<file path="src/logic/art_pkg.sv">
// constants shared by the auto-reload timer and its clock source
package art_pkg;

    // ****************************************
    // register offsets on the plain port
    // ****************************************
    localparam logic [3:0] ART_OFF_CTRL = 4'h0;
    localparam logic [3:0] ART_OFF_CNT_LO = 4'h1;
    localparam logic [3:0] ART_OFF_CNT_HI = 4'h2;
    localparam logic [3:0] ART_OFF_RLD_LO = 4'h3;
    localparam logic [3:0] ART_OFF_RLD_HI = 4'h4;
    localparam logic [3:0] ART_OFF_CLKCTL = 4'h5;
    localparam logic [3:0] ART_OFF_IEN = 4'h6;

    // ****************************************
    // timer_control_reg fields
    // ****************************************
    localparam int ART_CTL_HFLAG = 7;
    localparam int ART_CTL_LFLAG = 6;
    localparam int ART_CTL_LIEN = 5;
    localparam int ART_CTL_CAPEN = 4;
    localparam int ART_CTL_SPLIT = 3;
    localparam int ART_CTL_RUN = 2;
    localparam int ART_CTL_XCLK = 0;
    localparam logic [7:0] ART_CTL_RST = 8'h00;
    localparam logic [7:0] ART_CTL_RSVD_MASK = 8'hFD;

    // ****************************************
    // clock_control_reg and interrupt enable fields
    // ****************************************
    localparam int ART_CKC_LOSEL = 4;
    localparam int ART_CKC_HISEL = 5;
    localparam int ART_IEN_TIMER = 5;
    localparam logic [7:0] ART_BYTE_RST = 8'h00;

    // ****************************************
    // clock dividers
    // ****************************************
    localparam int ART_SYS_DIV = 12;
    localparam int ART_EXT_DIV = 8;
    localparam logic [3:0] ART_DIV12_LAST = 4'(ART_SYS_DIV - 1);
    localparam logic [2:0] ART_EXT_RISE_AT = 3'(ART_EXT_DIV / 2 - 1);
    localparam logic [2:0] ART_EXT_FALL_AT = 3'(ART_EXT_DIV - 1);
    localparam logic [7:0] ART_BYTE_MAX = 8'hFF;

endpackage

</file>
<file path="src/logic/art_clk_src.sv">
// divide-by-12 tick and synchronised external oscillator divided by 8
`timescale 1ns/1ps

module art_clk_src
    import art_pkg::*;
(
    // clock and reset
    input wire logic clk_sys,
    input wire logic rst,
    // external oscillator pin
    input wire logic extOsc,
    // one-cycle enables
    output logic tickDiv12,
    output logic tickExt,
    output logic fallExt
);

    logic oscMeta_q, oscSync_q, oscPrev_q;
    logic [3:0] div12Cnt_q, div12Cnt_d;
    logic [2:0] extCnt_q, extCnt_d;
    logic tickDiv12_d, tickExt_d, fallExt_d;
    logic oscRise;

    // divider next values; the meta stage feeds only the sync stage
    always_comb
    begin
        oscRise = oscSync_q & ~oscPrev_q;
        div12Cnt_d = (div12Cnt_q == ART_DIV12_LAST) ? 4'h0 : div12Cnt_q + 4'h1;
        tickDiv12_d = (div12Cnt_q == ART_DIV12_LAST);
        extCnt_d = oscRise ? extCnt_q + 3'h1 : extCnt_q;
        tickExt_d = oscRise && (extCnt_q == ART_EXT_RISE_AT);  // divided clock rises
        fallExt_d = oscRise && (extCnt_q == ART_EXT_FALL_AT);  // divided clock falls
    end

    // registers
    always_ff @(posedge clk_sys)
    begin
        if (rst)
        begin
            oscMeta_q <= 1'b0;
            oscSync_q <= 1'b0;
            oscPrev_q <= 1'b0;
            div12Cnt_q <= 4'h0;
            extCnt_q <= 3'h0;
            tickDiv12 <= 1'b0;
            tickExt <= 1'b0;
            fallExt <= 1'b0;
        end
        else
        begin
            oscMeta_q <= extOsc;
            oscSync_q <= oscMeta_q;
            oscPrev_q <= oscSync_q;
            div12Cnt_q <= div12Cnt_d;
            extCnt_q <= extCnt_d;
            tickDiv12 <= tickDiv12_d;
            tickExt <= tickExt_d;
            fallExt <= fallExt_d;
        end
    end

endmodule

</file>
<file path="src/logic/art_timer.sv">
// 16-bit / dual 8-bit auto-reload timer with external oscillator capture
`timescale 1ns/1ps

// Function
// - count built from two byte registers
// - split bit selects 16-bit or two 8-bit
// - clock: system_clock, system_clock/12, synced ext/8
// - 16-bit wrap loads reload, sets high flag
// - timer enable interrupts on 16-bit overflow
// - low enable adds low byte rollover interrupt
// - split: each byte reloads its own value
// - split: run gates high byte only
// - split: per-byte select, shared ext select
// - split: each byte wrap sets its flag
// - split interrupts: high, or either with enable
// - flags cleared only by software
// - capture clock: low byte system_clock or system_clock/12
// - capture copies count into reload, sets flag
// - capture on falling edge of ext/8
// - capture enable bit turns capture on
// - low flag set on every low rollover
module art_timer
    import art_pkg::*;
(
    // clock and reset
    input wire logic clk_sys,
    input wire logic rst,
    // register port
    input wire logic [3:0] regAddr,
    input wire logic [7:0] regWdata,
    input wire logic regWe,
    input wire logic regRe,
    output logic [7:0] regRdata,
    // external oscillator pin
    input wire logic extOsc,
    // interrupt request to the core
    output logic timerIrq
);

    // ****************************************
    // state
    // ****************************************
    logic [7:0] ctrl_q, ctrl_d;
    logic [7:0] countLowByte_q, countLowByte_d;
    logic [7:0] countHighByte_q, countHighByte_d;
    logic [7:0] reloadLowByte_q, reloadLowByte_d;
    logic [7:0] reloadHighByte_q, reloadHighByte_d;
    logic [7:0] clkCtl_q, clkCtl_d;
    logic [7:0] intEn_q, intEn_d;
    logic [7:0] regRdata_d;
    logic timerIrq_d;

    logic tickDiv12, tickExt, fallExt;
    logic wrCtl, wrCntLo, wrCntHi, wrRldLo, wrRldHi;
    logic splitModeSelect, runControl, externalClockSelect, captureModeEnable;
    logic lowByteIrqEnable, highOverflowFlag, lowOverflowFlag;
    logic lowByteClockSelect, highByteClockSelect, timerIntEnable;
    logic tickLow, tickHigh, lowWrap, highWrap, setHigh, setLow, capEvent;

    // ****************************************
    // clock sources
    // ****************************************
    art_clk_src u_clk_src (
        .clk_sys(clk_sys),
        .rst(rst),
        .extOsc(extOsc),
        .tickDiv12(tickDiv12),
        .tickExt(tickExt),
        .fallExt(fallExt)
    );

    // ****************************************
    // decode
    // ****************************************
    // field views and write strobes
    always_comb
    begin
        splitModeSelect = ctrl_q[ART_CTL_SPLIT];
        runControl = ctrl_q[ART_CTL_RUN];
        externalClockSelect = ctrl_q[ART_CTL_XCLK];
        captureModeEnable = ctrl_q[ART_CTL_CAPEN];
        lowByteIrqEnable = ctrl_q[ART_CTL_LIEN];
        highOverflowFlag = ctrl_q[ART_CTL_HFLAG];
        lowOverflowFlag = ctrl_q[ART_CTL_LFLAG];
        lowByteClockSelect = clkCtl_q[ART_CKC_LOSEL];
        highByteClockSelect = clkCtl_q[ART_CKC_HISEL];
        timerIntEnable = intEn_q[ART_IEN_TIMER];
        wrCtl = regWe && (regAddr == ART_OFF_CTRL);
        wrCntLo = regWe && (regAddr == ART_OFF_CNT_LO);
        wrCntHi = regWe && (regAddr == ART_OFF_CNT_HI);
        wrRldLo = regWe && (regAddr == ART_OFF_RLD_LO);
        wrRldHi = regWe && (regAddr == ART_OFF_RLD_HI);
    end

    // ****************************************
    // clock selection
    // ****************************************
    // per-byte select; capture mode keeps the low byte off the external tick
    always_comb
    begin
        if (lowByteClockSelect)
            tickLow = 1'b1;
        else if (externalClockSelect && !captureModeEnable)
            tickLow = tickExt;
        else
            tickLow = tickDiv12;
        if (highByteClockSelect)
            tickHigh = 1'b1;
        else if (externalClockSelect)
            tickHigh = tickExt;
        else
            tickHigh = tickDiv12;
        capEvent = captureModeEnable && fallExt;
    end

    // ****************************************
    // counter bytes
    // ****************************************
    // count, wrap and reload; a software write to a byte wins
    always_comb
    begin
        countLowByte_d = countLowByte_q;
        countHighByte_d = countHighByte_q;
        setHigh = 1'b0;
        setLow = 1'b0;
        lowWrap = (countLowByte_q == ART_BYTE_MAX);
        highWrap = (countHighByte_q == ART_BYTE_MAX);
        if (!splitModeSelect)
        begin
            if (runControl && tickLow)
            begin
                setLow = lowWrap;
                if (lowWrap && highWrap)
                begin
                    countLowByte_d = reloadLowByte_q;
                    countHighByte_d = reloadHighByte_q;
                    setHigh = 1'b1;
                end
                else
                begin
                    {countHighByte_d, countLowByte_d} =
                        {countHighByte_q, countLowByte_q} + 16'h0001;
                end
            end
        end
        else
        begin
            if (tickLow)
            begin
                setLow = lowWrap;
                countLowByte_d = lowWrap ? reloadLowByte_q : countLowByte_q + 8'h01;
            end
            if (runControl && tickHigh)
            begin
                setHigh = highWrap;
                countHighByte_d = highWrap ? reloadHighByte_q : countHighByte_q + 8'h01;
            end
        end
        if (wrCntLo)
            countLowByte_d = regWdata;
        if (wrCntHi)
            countHighByte_d = regWdata;
    end

    // ****************************************
    // reload, control and configuration
    // ****************************************
    // capture overrides a write to the reload pair; flag set beats clear
    always_comb
    begin
        reloadLowByte_d = wrRldLo ? regWdata : reloadLowByte_q;
        reloadHighByte_d = wrRldHi ? regWdata : reloadHighByte_q;
        if (capEvent)
        begin
            reloadLowByte_d = countLowByte_q;
            reloadHighByte_d = countHighByte_q;
        end
        ctrl_d = wrCtl ? (regWdata & ART_CTL_RSVD_MASK) : ctrl_q;
        ctrl_d[ART_CTL_HFLAG] = ctrl_d[ART_CTL_HFLAG] | setHigh | capEvent;
        ctrl_d[ART_CTL_LFLAG] = ctrl_d[ART_CTL_LFLAG] | setLow;
        clkCtl_d = (regWe && regAddr == ART_OFF_CLKCTL) ? regWdata : clkCtl_q;
        intEn_d = (regWe && regAddr == ART_OFF_IEN) ? regWdata : intEn_q;
    end

    // ****************************************
    // interrupt request and read data
    // ****************************************
    // request follows the flags; read data only in the cycle after a read
    always_comb
    begin
        timerIrq_d = timerIntEnable &&
            (highOverflowFlag || (lowByteIrqEnable && lowOverflowFlag));
        regRdata_d = 8'h00;
        if (regRe)
        begin
            case (regAddr)
                ART_OFF_CTRL: regRdata_d = ctrl_q;
                ART_OFF_CNT_LO: regRdata_d = countLowByte_q;
                ART_OFF_CNT_HI: regRdata_d = countHighByte_q;
                ART_OFF_RLD_LO: regRdata_d = reloadLowByte_q;
                ART_OFF_RLD_HI: regRdata_d = reloadHighByte_q;
                ART_OFF_CLKCTL: regRdata_d = clkCtl_q;
                ART_OFF_IEN: regRdata_d = intEn_q;
                default: regRdata_d = 8'h00;
            endcase
        end
    end

    // ****************************************
    // registers
    // ****************************************
    always_ff @(posedge clk_sys)
    begin
        if (rst)
        begin
            ctrl_q <= ART_CTL_RST;
            countLowByte_q <= ART_BYTE_RST;
            countHighByte_q <= ART_BYTE_RST;
            reloadLowByte_q <= ART_BYTE_RST;
            reloadHighByte_q <= ART_BYTE_RST;
            clkCtl_q <= ART_BYTE_RST;
            intEn_q <= ART_BYTE_RST;
            regRdata <= 8'h00;
            timerIrq <= 1'b0;
        end
        else
        begin
            ctrl_q <= ctrl_d;
            countLowByte_q <= countLowByte_d;
            countHighByte_q <= countHighByte_d;
            reloadLowByte_q <= reloadLowByte_d;
            reloadHighByte_q <= reloadHighByte_d;
            clkCtl_q <= clkCtl_d;
            intEn_q <= intEn_d;
            regRdata <= regRdata_d;
            timerIrq <= timerIrq_d;
        end
    end

    logic noCntWrite;
    assign noCntWrite = !wrCntLo && !wrCntHi && !wrCtl && !capEvent;
endmodule

</file>
<file path="config.mk">
export PLATFORM = sky130hd
export DESIGN_NAME = art_timer
export DESIGN_NICKNAME = d
export VERILOG_FILES = /design/src/logic/art_pkg.sv /design/src/logic/art_clk_src.sv /design/src/logic/art_timer.sv
export SDC_FILE = /design/constraint.sdc
export NUM_CORES = 1
export LEC_CHECK = 0
export BUFFER_PORTS_ARGS = -buffer_cell sky130_fd_sc_hd__buf_4
export CAP_MARGIN = 20
export CORE_MARGIN = 5
export CORE_UTILIZATION = 55
export DETAILED_ROUTE_END_ITERATION = 12
export MAX_ROUTING_LAYER = met4
export PLACE_DENSITY_LB_ADDON = 0.08
export SLEW_MARGIN = 20
export SYNTH_ARGS = -nofsm -noshare
export SYNTH_HDL_FRONTEND = slang
export SYNTH_SLANG_ARGS = --single-unit
</file>
<file path="constraint.sdc">
create_clock -name clk_sys -period 2 [get_ports clk_sys]
set_input_delay 0.4 -clock clk_sys [delete_from_list [all_inputs] [get_ports clk_sys]]
set_output_delay 0.4 -clock clk_sys [all_outputs]
set_load 0.03 [all_outputs]
</file>
; After elaboration in Yosys (flattened, before gate mapping)
; Cells that the tools add are included.
[totals]
input_bits = 17
ff_bits = 77
[classes]
eq_ne = 13
bitwise = 6
addsub = 5
muxes = 29
reduce_logical = 27
[op_table]
columns = op, count
row1 = 8-bit two-way mux, 17
row2 = 8-bit one-hot mux with 7 select lines, 1
row3 = "16-bit by 1-bit adder with 16-bit output, second input constant", 1
row4 = "8-bit by 1-bit adder with 8-bit output, second input constant", 2
row5 = "8-bit == test, second input constant", 2
row6 = 1-bit logical AND, 16
row7 = "4-bit by 3-bit == test with 1-bit output, second input constant", 3
row8 = 1-bit two-way mux, 11
row9 = "4-bit by 2-bit == test with 1-bit output, second input constant", 2
row10 = "3-bit by 1-bit != test with 1-bit output, second input constant", 2
row11 = 3-bit nonzero test, 2
row12 = "4-bit by 1-bit adder with 4-bit output, second input constant", 1
row13 = "4-bit by 1-bit == test with 1-bit output, second input constant", 1
row14 = "4-bit == test, second input constant", 1
row15 = 4-bit logical NOT, 1
row16 = 2-bit AND reduction, 2
row17 = 2-bit nonzero test, 2
row18 = 2-bit OR reduction, 2
row19 = "3-bit by 1-bit adder with 3-bit output, second input constant", 1
row20 = "3-bit by 2-bit == test with 1-bit output, second input constant", 1
row21 = "3-bit == test, second input constant", 1
row22 = 1-bit bitwise OR, 3
row23 = 1-bit inverter, 2
row24 = 1-bit AND, 1
row25 = 2 further kinds, 2

; Longest topological paths before layout
; Gate-level depths: netlist (run 1).
[logic_depth]
ltp_word = 9
mapped_depth = 8

; Modules after synthesis
; From an unflattened synthesis (run 1), not the netlist that was laid out.
[unflattened]
hier_cells = 474
area_unflattened_um2 = 4167.7
[by_module_without_submodules]
columns = mod, seq_area_each_um2, instances, area_each_um2, cells_each
row1 = art_timer, 1281.2, 1, 3683.5, 431
row2 = art_clk_src, 260.2, 1, 484.2, 43

; Least setup slack after synthesis (run 1)
; Ideal clock, no wire load.
[synth_path]
kind = register to register
startpoint = register countHighByte_q[0]
endpoint = register countHighByte_q[3]
required_time_ns = 1.869
synth_period_minus_slack_ns = 2.043
n_path_buf = 1
path_stages_with_launch = 9
path_slack_ns = -0.043
arrival_time_ns = 1.912
cell_sequence = dfxtp_1 ha_1 nand3_1 or4_1 buf_6 nor2_2 a211oi_2 a211oi_1 nor4_2
[synth_between]
elab_chain_len = 6
[synth_lines]
columns = element, line
row1 = start: declaration, art_timer.sv:45  ; logic [7:0] countHighByte_q, countHighByte_d;
row2 = start signal: assignment, art_timer.sv:230  ; countHighByte_q <= countHighByte_d;
row3 = branches (longest 4 deep; another with 16-bit by 1-bit adder with 16-bit output), --
row4 = 8-bit two-way mux (*), art_timer.sv:128  ; if (!splitModeSelect)
row5 = 8-bit two-way mux (*), art_timer.sv:161  ; if (wrCntHi)
; Mark *: on every way between the ends. The select of a mux whose other input is x is not followed.
; A chain may end at the register's enable or synchronous reset.

; Worst setup path in the final report (run 1)
[layout_path]
startpoint = register ctrl_q[4]
endpoint = register countHighByte_q[4]
[layout_between]
elab_chain_len = 7
[layout_lines]
columns = element, line
row1 = start: declaration, art_timer.sv:43  ; logic [7:0] ctrl_q, ctrl_d;
row2 = start signal: assignment, art_timer.sv:228  ; ctrl_q <= ctrl_d;
row3 = 1-bit logical NOT, art_timer.sv:103  ; else if (externalClockSelect && !captureModeEnable)
row4 = 1-bit logical AND, art_timer.sv:103
row5 = 1-bit two-way mux, art_timer.sv:103
row6 = 1-bit two-way mux, art_timer.sv:101  ; if (lowByteClockSelect)
row7 = 1-bit logical AND, art_timer.sv:130  ; if (runControl && tickLow)
row8 = 3-bit nonzero test (no source line), --
row9 = 2-bit AND reduction (no source line), --
; Every way passes these cells.

==> results of run 1 <==
[power groups by stage]
stage                     Clock, mW  Combinational, mW  Sequential [mW]
final                          1.03              0.264             1.58
after global placement            0              0.253             1.61
after detailed placement          0              0.257             1.62
after global routing           1.11              0.283             1.58
after floorplan                   0              0.147             1.61
after CTS                      1.03              0.258             1.58
[path summary, 6_finish.rpt]
kind	from	end	slack, ps	cells past startpoint
setup / recovery	ctrl_q[4]	countHighByte_q[4]	120	6
hold / removal	extOsc	u_clk_src.oscMeta_q	260	2
setup reg to reg	ctrl_q[4]	countHighByte_q[4]	120	6
hold reg to reg	u_clk_src.oscMeta_q	u_clk_src.oscSync_q	460	1
[cells by family (layout without fill, tap and decap cells)]
group,after synthesis,count (layout),synth area share
DFF,77,77,0.3618
muxes,54,54,0.1283
xor gates and xnor gates,8,8,0.01645
and+or+nand+nor,207,207,0.2376
adders and majority gates,6,6,0.01762
buffers and inverters,37,90,0.04875
AOI/OAI and AO/OA,106,106,0.1894
[repair_timing]
action	4_1_cts	5_1_grt
hold endpoints to repair	0	0
setup endpoints to repair	0	15
setup buffers	0	1
resized for setup	0	6
[state kept, by name, summed over array words and instances, names as in the netlist]
register / count
reloadHighByte_q: 8
regRdata: 8
u_clk_src.oscPrev_q: 1
u_clk_src.oscMeta_q: 1
clkCtl_q: 8
u_clk_src.tickDiv12: 1
timerIrq: 1
u_clk_src.fallExt: 1
u_clk_src.div12Cnt_q: 4
reloadLowByte_q: 8
intEn_q: 8
u_clk_src.tickExt: 1
ctrl_q: 7
countHighByte_q: 8
u_clk_src.oscSync_q: 1
countLowByte_q: 8
u_clk_src.extCnt_q: 3
[cells in the final DEF, fill, tap and decap left out, drive strengths merged, types with 3 or more instances in the layout]
master | Yosys | layout
a22oi | 4 | 4
o211ai | 4 | 4
inv | 6 | 6
nand4 | 6 | 6
a21oi | 24 | 24
nor2b | 7 | 7
mux2 | 5 | 5
a2111oi | 3 | 3
a311oi | 9 | 9
clkinv | 0 | 3
xor2 | 3 | 3
mux2i | 49 | 49
nand2 | 35 | 35
o32ai | 3 | 3
nand2b | 3 | 3
xnor2 | 5 | 5
a31oi | 5 | 5
nand3 | 21 | 21
nor4 | 6 | 6
buf | 20 | 69
clkbuf | 10 | 11
ha | 6 | 6
dfxtp | 77 | 77
and4 | 3 | 3
nor3b | 4 | 4
a211oi | 15 | 15
and3 | 5 | 5
nor2 | 95 | 95
o21ai | 13 | 13
or3 | 6 | 6
nor3 | 8 | 8
a221oi | 3 | 3
[through the flow]
step	utilization	cells
after floorplan	-	495
after global placement	0.6198	634
after detailed placement	0.6198	634
after CTS	0.6404	649
after global routing	0.6432	650
final	0.6432	650
[layout make-up]
type / count / share of cell area
multi-input combinational: 381 / 0.5154
timing repair buffer: 69 / 0.1079
clock buffer: 11 / 0.02671
clock inverter: 4 / 0.005342
sequential: 77 / 0.3142
inverter: 6 / 0.004579
tap: 102 / 0.02595
[per-layer routing]
| layer | vias up | GRT usage | wire length (um) | part of all wire |
|---|---|---|---|---|
| met5 | - | - | 0 | 0 |
| met4 | 0 | 0.1022 | 315 | 0.025 |
| met3 | 27 | 0.04571 | 723 | 0.057 |
| met2 | 162 | 0.4319 | 6091 | 0.48 |
| met1 | 1957 | 0.3500 | 5487 | 0.43 |
| li1 | 1904 | - | - | - |
==> out/metrics.yaml, run 1 <==
critical_path.cell_chain: "nand2b_2, a2111oi_4, buf_4, o21ai_4, or3_1, a31oi_1"
worst_ep_required_time_ps: 2280
number_of_warnings_issued_by_yosys: 0
power.switching_mw: 0.7683
first_iter_violations: 337
pre_cts_slack_ps: 55.87
worstMarginPinSlew_ps: 419.0
vias: 4050
synth-seq-cells: 77
synthDominantCellAreaShare: 0.3618
dominantRegCellSynth: "dfxtp_1"
timing.final.max_slew_violations: 0
worst_slew_margin_rel: 0.7197
synth_commonest_cells: "nor2_1 (91), dfxtp_1 (77), mux2i_1 (49), nand2_1 (35), a21oi_1 (24)"
cts_hold_buf: 0
buffer_ports.inserted: 25
fin_crit_sh: 0.9415
placement_rows: 32
synthCells: 495
number_of_buffers_added_by_the_clock_tree_synthesis_step: 9
core_area_um2: 7647
p_total_mw: 2.870
via_per_inst: 6.231
rsz0062_at_grt: "false"
cellPowerDensity_nw_per_um2: 583.5
critPathLaunchType: "register"
number_of_antenna_violations_at_the_first_check_in_global_routing: 0
maxCapViolCount: 0
area_growth_pct: 15.45
timing.final.ws_setup_ps: 117.1
die_w_um: 98.01
critPathBufInv: 1
share_seq_of_total_power: 0.551
clk_path_buf_depth: 2
setup.worst_path.end_class: "register"
multi_input_comb_area_um2: 2535
num-fill-cells: 665
ys_types: 68
design.die.area_um2: 9606
final.setup.tns_ps: 0
path_class: "reg -> reg"
finalWirelength_mm: 12.62
cp_top_family: "simple AND/OR/NAND/NOR gates"
yosys.cell_count.top_type: "nor2_1"
worstPathArrival_ps: 2160
dp_hpwl_mm: 8.945
mean_instance_size_in_the_synthesized_netlist_um2: 8.607
synth-edff-count: 0
global_route_usage_over_all_layers: 0.2729
maximum_clock_frequency_mhz: 531.1
postSynthNetCount: 518
synth_sequential_area_ratio: 0.3618
finalSetupViolCount: 0
overflow: 0
power.static_leakage_nw: 1.880
async_flop_share: 0
power.combinational.fraction: 0.092
timing.hold.ws_ps: 258.3
proportion_of_layout_cells_with_a_drive_suffix_above_1: 0.2190
design.portCount: 26
htreeDepth: 3
time_the_worst_path_needs_with_i_o_delays_and_setup_ps: 1883
critical-path-slowest-cell: "or3_1"
critPathMaxStageDelay_ps: 390
worst_skew_pair.late_latency_ps: 360
layout.nets: 567
drt_antenna_net_count: 0
min_path_type: "in -> reg"
insertedDiodeCount: 0
detail_routed_net_length_per_standard_cell_um: 19.41
clock_tree_from_tritoncts: "done"
first_global_vias: 3833
global_route_wire_length_before_repair_mm: 20.35
power.share.clock: 0.358
ctsRootBufferMaster: "clkbuf_8"
firstDrtPassIters: 5
final_area_um2: 4918
gp_congestion: 0.9803
start_util: 0.5571
run_status: "finished clean"
numClockSinks: 77
hold_violations: 0
netlist_area_um2: 4260
route.detailed.drc: 0
intPower_mw: 2.102
post_dp_cell_area_um2: 4740
register_area_um2: 1545
cp_max_fo: 7
clk_pin_slew_ps: 80
grt_max_degree: 68
clock_skew_ps: 10.12
max-vdd-ir-drop_v: 0.0003483
swShare: 0.2677
synth.area.top_cells: "dfxtp_1 (36%), mux2i_1 (12%), nor2_1 (8.0%), nand2_1 (3.1%), a21oi_1 (2.8%)"
die_height_um: 98.01
synth.largest_area_cell: "dfxtp_1"
No activity file was read; power rests on OpenSTA's default activity.
==> run 2: changes to the inputs <==
Settings changed: ABC_AREA set to 1, RECOVER_POWER set to 100, REMOVE_ABC_BUFFERS set to 1.
==> run 2 against run 1 <==
Compared with the run above:
- sequential cell count did not move
- clock skew decreased by 2.7 ps
- first-iteration DRC count up 7.7%
- non-clock buffer count is 37 lower
- highest routed layer unchanged
==> out/metrics.yaml, run 2 <==
synth.largest_area_cell: "dfxtp_1"
critPathLaunchType: "register"
synth.area.top_cells: "dfxtp_1 (36%), nand2_1 (9.0%), inv_1 (7.0%), a21oi_1 (6.8%), nor2_1 (6.2%)"
critical_path.reg2reg.endpoint: "countHighByte_q[0]"
min_path_type: "in -> reg"
layout.nets: 662
via_per_inst: 5.675
timing.final.max_slew_violations: 0
path_class: "reg -> reg"
worst_slew_margin_rel: 0.6336
cellPowerDensity_nw_per_um2: 662.2
clock_skew_ps: 7.402
final_area_um2: 4692
mean_instance_size_in_the_synthesized_netlist_um2: 6.957
global_route_usage_over_all_layers: 0.2699
placement_rows: 32
async_flop_share: 0
num-fill-cells: 736
netlist_area_um2: 4244
maximum_clock_frequency_mhz: 542.2
power.share.clock: 0.415
vias: 4228
overflow: 0
power.combinational.fraction: 0.075
clock_tree_from_tritoncts: "done"
fin_crit_sh: 0.9221
design.portCount: 26
worstPathArrival_ps: 2090
first_global_vias: 3920
cp_max_fo: 6
core_area_um2: 7607
synthDominantCellAreaShare: 0.3632
area_growth_pct: 10.55
global_route_wire_length_before_repair_mm: 20.13
p_total_mw: 3.107
numClockSinks: 77
hold_path_depth: 3
grt_max_degree: 29
buffer_ports.inserted: 25
gp_congestion: 1.028
synth_sequential_area_ratio: 0.3632
drt_antenna_net_count: 0
synth_commonest_cells: "nand2_1 (102), inv_1 (79), dfxtp_1 (77), nor2_1 (70), a21oi_1 (58)"
proportion_of_layout_cells_with_a_drive_suffix_above_1: 0.1229
insertedDiodeCount: 0
number_of_warnings_issued_by_yosys: 0
dominantRegCellSynth: "dfxtp_1"
max-vdd-ir-drop_v: 0.0005907
layout.cells.most_common_list: "nand2_1 (106), inv_1 (83), dfxtp_1 (77)"
time_the_worst_path_needs_with_i_o_delays_and_setup_ps: 1844
first_iter_violations: 363
final.setup.tns_ps: 0
worst_skew_pair.late_latency_ps: 350
ff2ff_path_depth: 9
power.switching_mw: 0.7730
synth-edff-count: 0
r2r-start: "countHighByte_q[0]"
synthCells: 610
number_of_antenna_violations_at_the_first_check_in_global_routing: 0
die_w_um: 97.85
maxCapViolCount: 0
clk_path_buf_depth: 2
post_cts_resize_count: 0
share_seq_of_total_power: 0.511
ctsRootBufferMaster: "clkbuf_8"
detail_routed_net_length_per_standard_cell_um: 16.78
power.static_leakage_nw: 1.998
finalSetupViolCount: 0
yosys.cell_count.top_type: "nand2_1"
dp_hpwl_mm: 9.440
timing.hold.worst_endpoint: "u_clk_src.oscMeta_q"
cts_setup_buffers: 0
route.detailed.drc: 0
timing.critical_path.from: "countHighByte_q[0]"
ys_types: 38
post_dp_cell_area_um2: 4554
htreeDepth: 3
rsz0062_at_grt: "false"
worstMarginPinSlew_ps: 548.0
number_of_buffers_added_by_the_clock_tree_synthesis_step: 9
mostFrequentLayoutCell: "nand2_1"
cts_hold_buf: 0
clk_pin_slew_ps: 80
die_height_um: 97.85
reg2reg_setup_slack_ps: 160
synth-seq-cells: 77
worstHoldStart: "extOsc"
firstDrtPassIters: 5
start_util: 0.5579
intPower_mw: 2.334
hold_violations: 0
run_status: "finished clean"
worst_ep_required_time_ps: 2240
design.die.area_um2: 9574
setup.worst_path.end_class: "register"
swShare: 0.2488
finalWirelength_mm: 12.50
[run 2: cell count changes in the layout (fill, tap and decap cells not counted), moves of 14 or more]
cell     delta
nand2_1    +72
nor2_1     -18
o21ai_1    +14
buf_4      -50
o22ai_1    +16
inv_1      +77
o21ai_0    +34
mux2i_1    -49
a21oi_1    +34
[run 2: worst max-delay path, cell delays in order, from the launching register on]
cell and delay, ps:
dfxtp_1 450, ha_1 210, nand2_1 100, nor2_2 120, nand2_1 180, buf_4 220
o21ai_1 160, a21oi_1 60, nor3_1 170, nor2_1 70
[run 2: kinds of logic after synthesis]
group / share of synthesized area
AOI/OAI and AO/OA: 0.2108
xor gates and xnor gates: 0.02064
adders and majority gates: 0.01769
buffers and inverters: 0.1023
DFF: 0.3632
and+or+nand+nor: 0.2854
[run 2: final cells by class]
cell class | instances | area (um2) | area share
timing repair buffer | 32 | 203.9 | 0.04347
multi-input combinational | 424 | 2243 | 0.4781
clock inverter | 6 | 87.58 | 0.01867
tap | 102 | 127.6 | 0.02720
clock buffer | 9 | 123.9 | 0.02640
sequential | 77 | 1541 | 0.3285
inverter | 95 | 364.1 | 0.07760
[run 2: routing by layer]
metal / track usage / up-vias / routed length [um] / share of wire
met4: 0.1118 / 0 / 523 / 0.042
met3: 0.05286 / 51 / 1004 / 0.080
li1: - / 2061 / - / -
met5: - / - / 0 / 0
met2: 0.4183 / 207 / 5670 / 0.45
met1: 0.3444 / 1909 / 5301 / 0.42
[run 2: per-stage QoR]
| step | hold slack [ps] | setup slack, ps | instances | util |
|---|---|---|---|---|
| 6_report | 270.1 | 155.7 | 745 | 0.6168 |
| 3_5_place_dp | 402.5 | 218.7 | 730 | 0.5987 |
| 4_1_cts | 273.4 | 192.6 | 745 | 0.6265 |
| 5_1_grt | 283.8 | 33.16 | 745 | 0.6168 |
| 3_3_place_gp | 401.8 | 265.9 | 730 | 0.5987 |
| 2_1_floorplan | 388.3 | 462.2 | 596 | - |
[run 2: power groups by stage]
| stage | Sequential (mW) | Clock (mW) | Combinational [mW] |
|---|---|---|---|
| after detailed placement | 1.62 | 0 | 0.234 |
| final | 1.59 | 1.29 | 0.232 |
| after floorplan | 1.62 | 0 | 0.128 |
| after CTS | 1.59 | 1.30 | 0.235 |
| after global placement | 1.62 | 0 | 0.231 |
| after global routing | 1.59 | 1.36 | 0.255 |
[run 2: worst max path at each step]
stage                    endpoint  cells past startpoint
6_report       countHighByte_q[0]                      9
3_3_place_gp   countHighByte_q[5]                      9
4_1_cts        countHighByte_q[0]                      9
2_1_floorplan   countLowByte_q[2]                     11
3_5_place_dp   countHighByte_q[0]                      9
5_1_grt        countHighByte_q[5]                     10
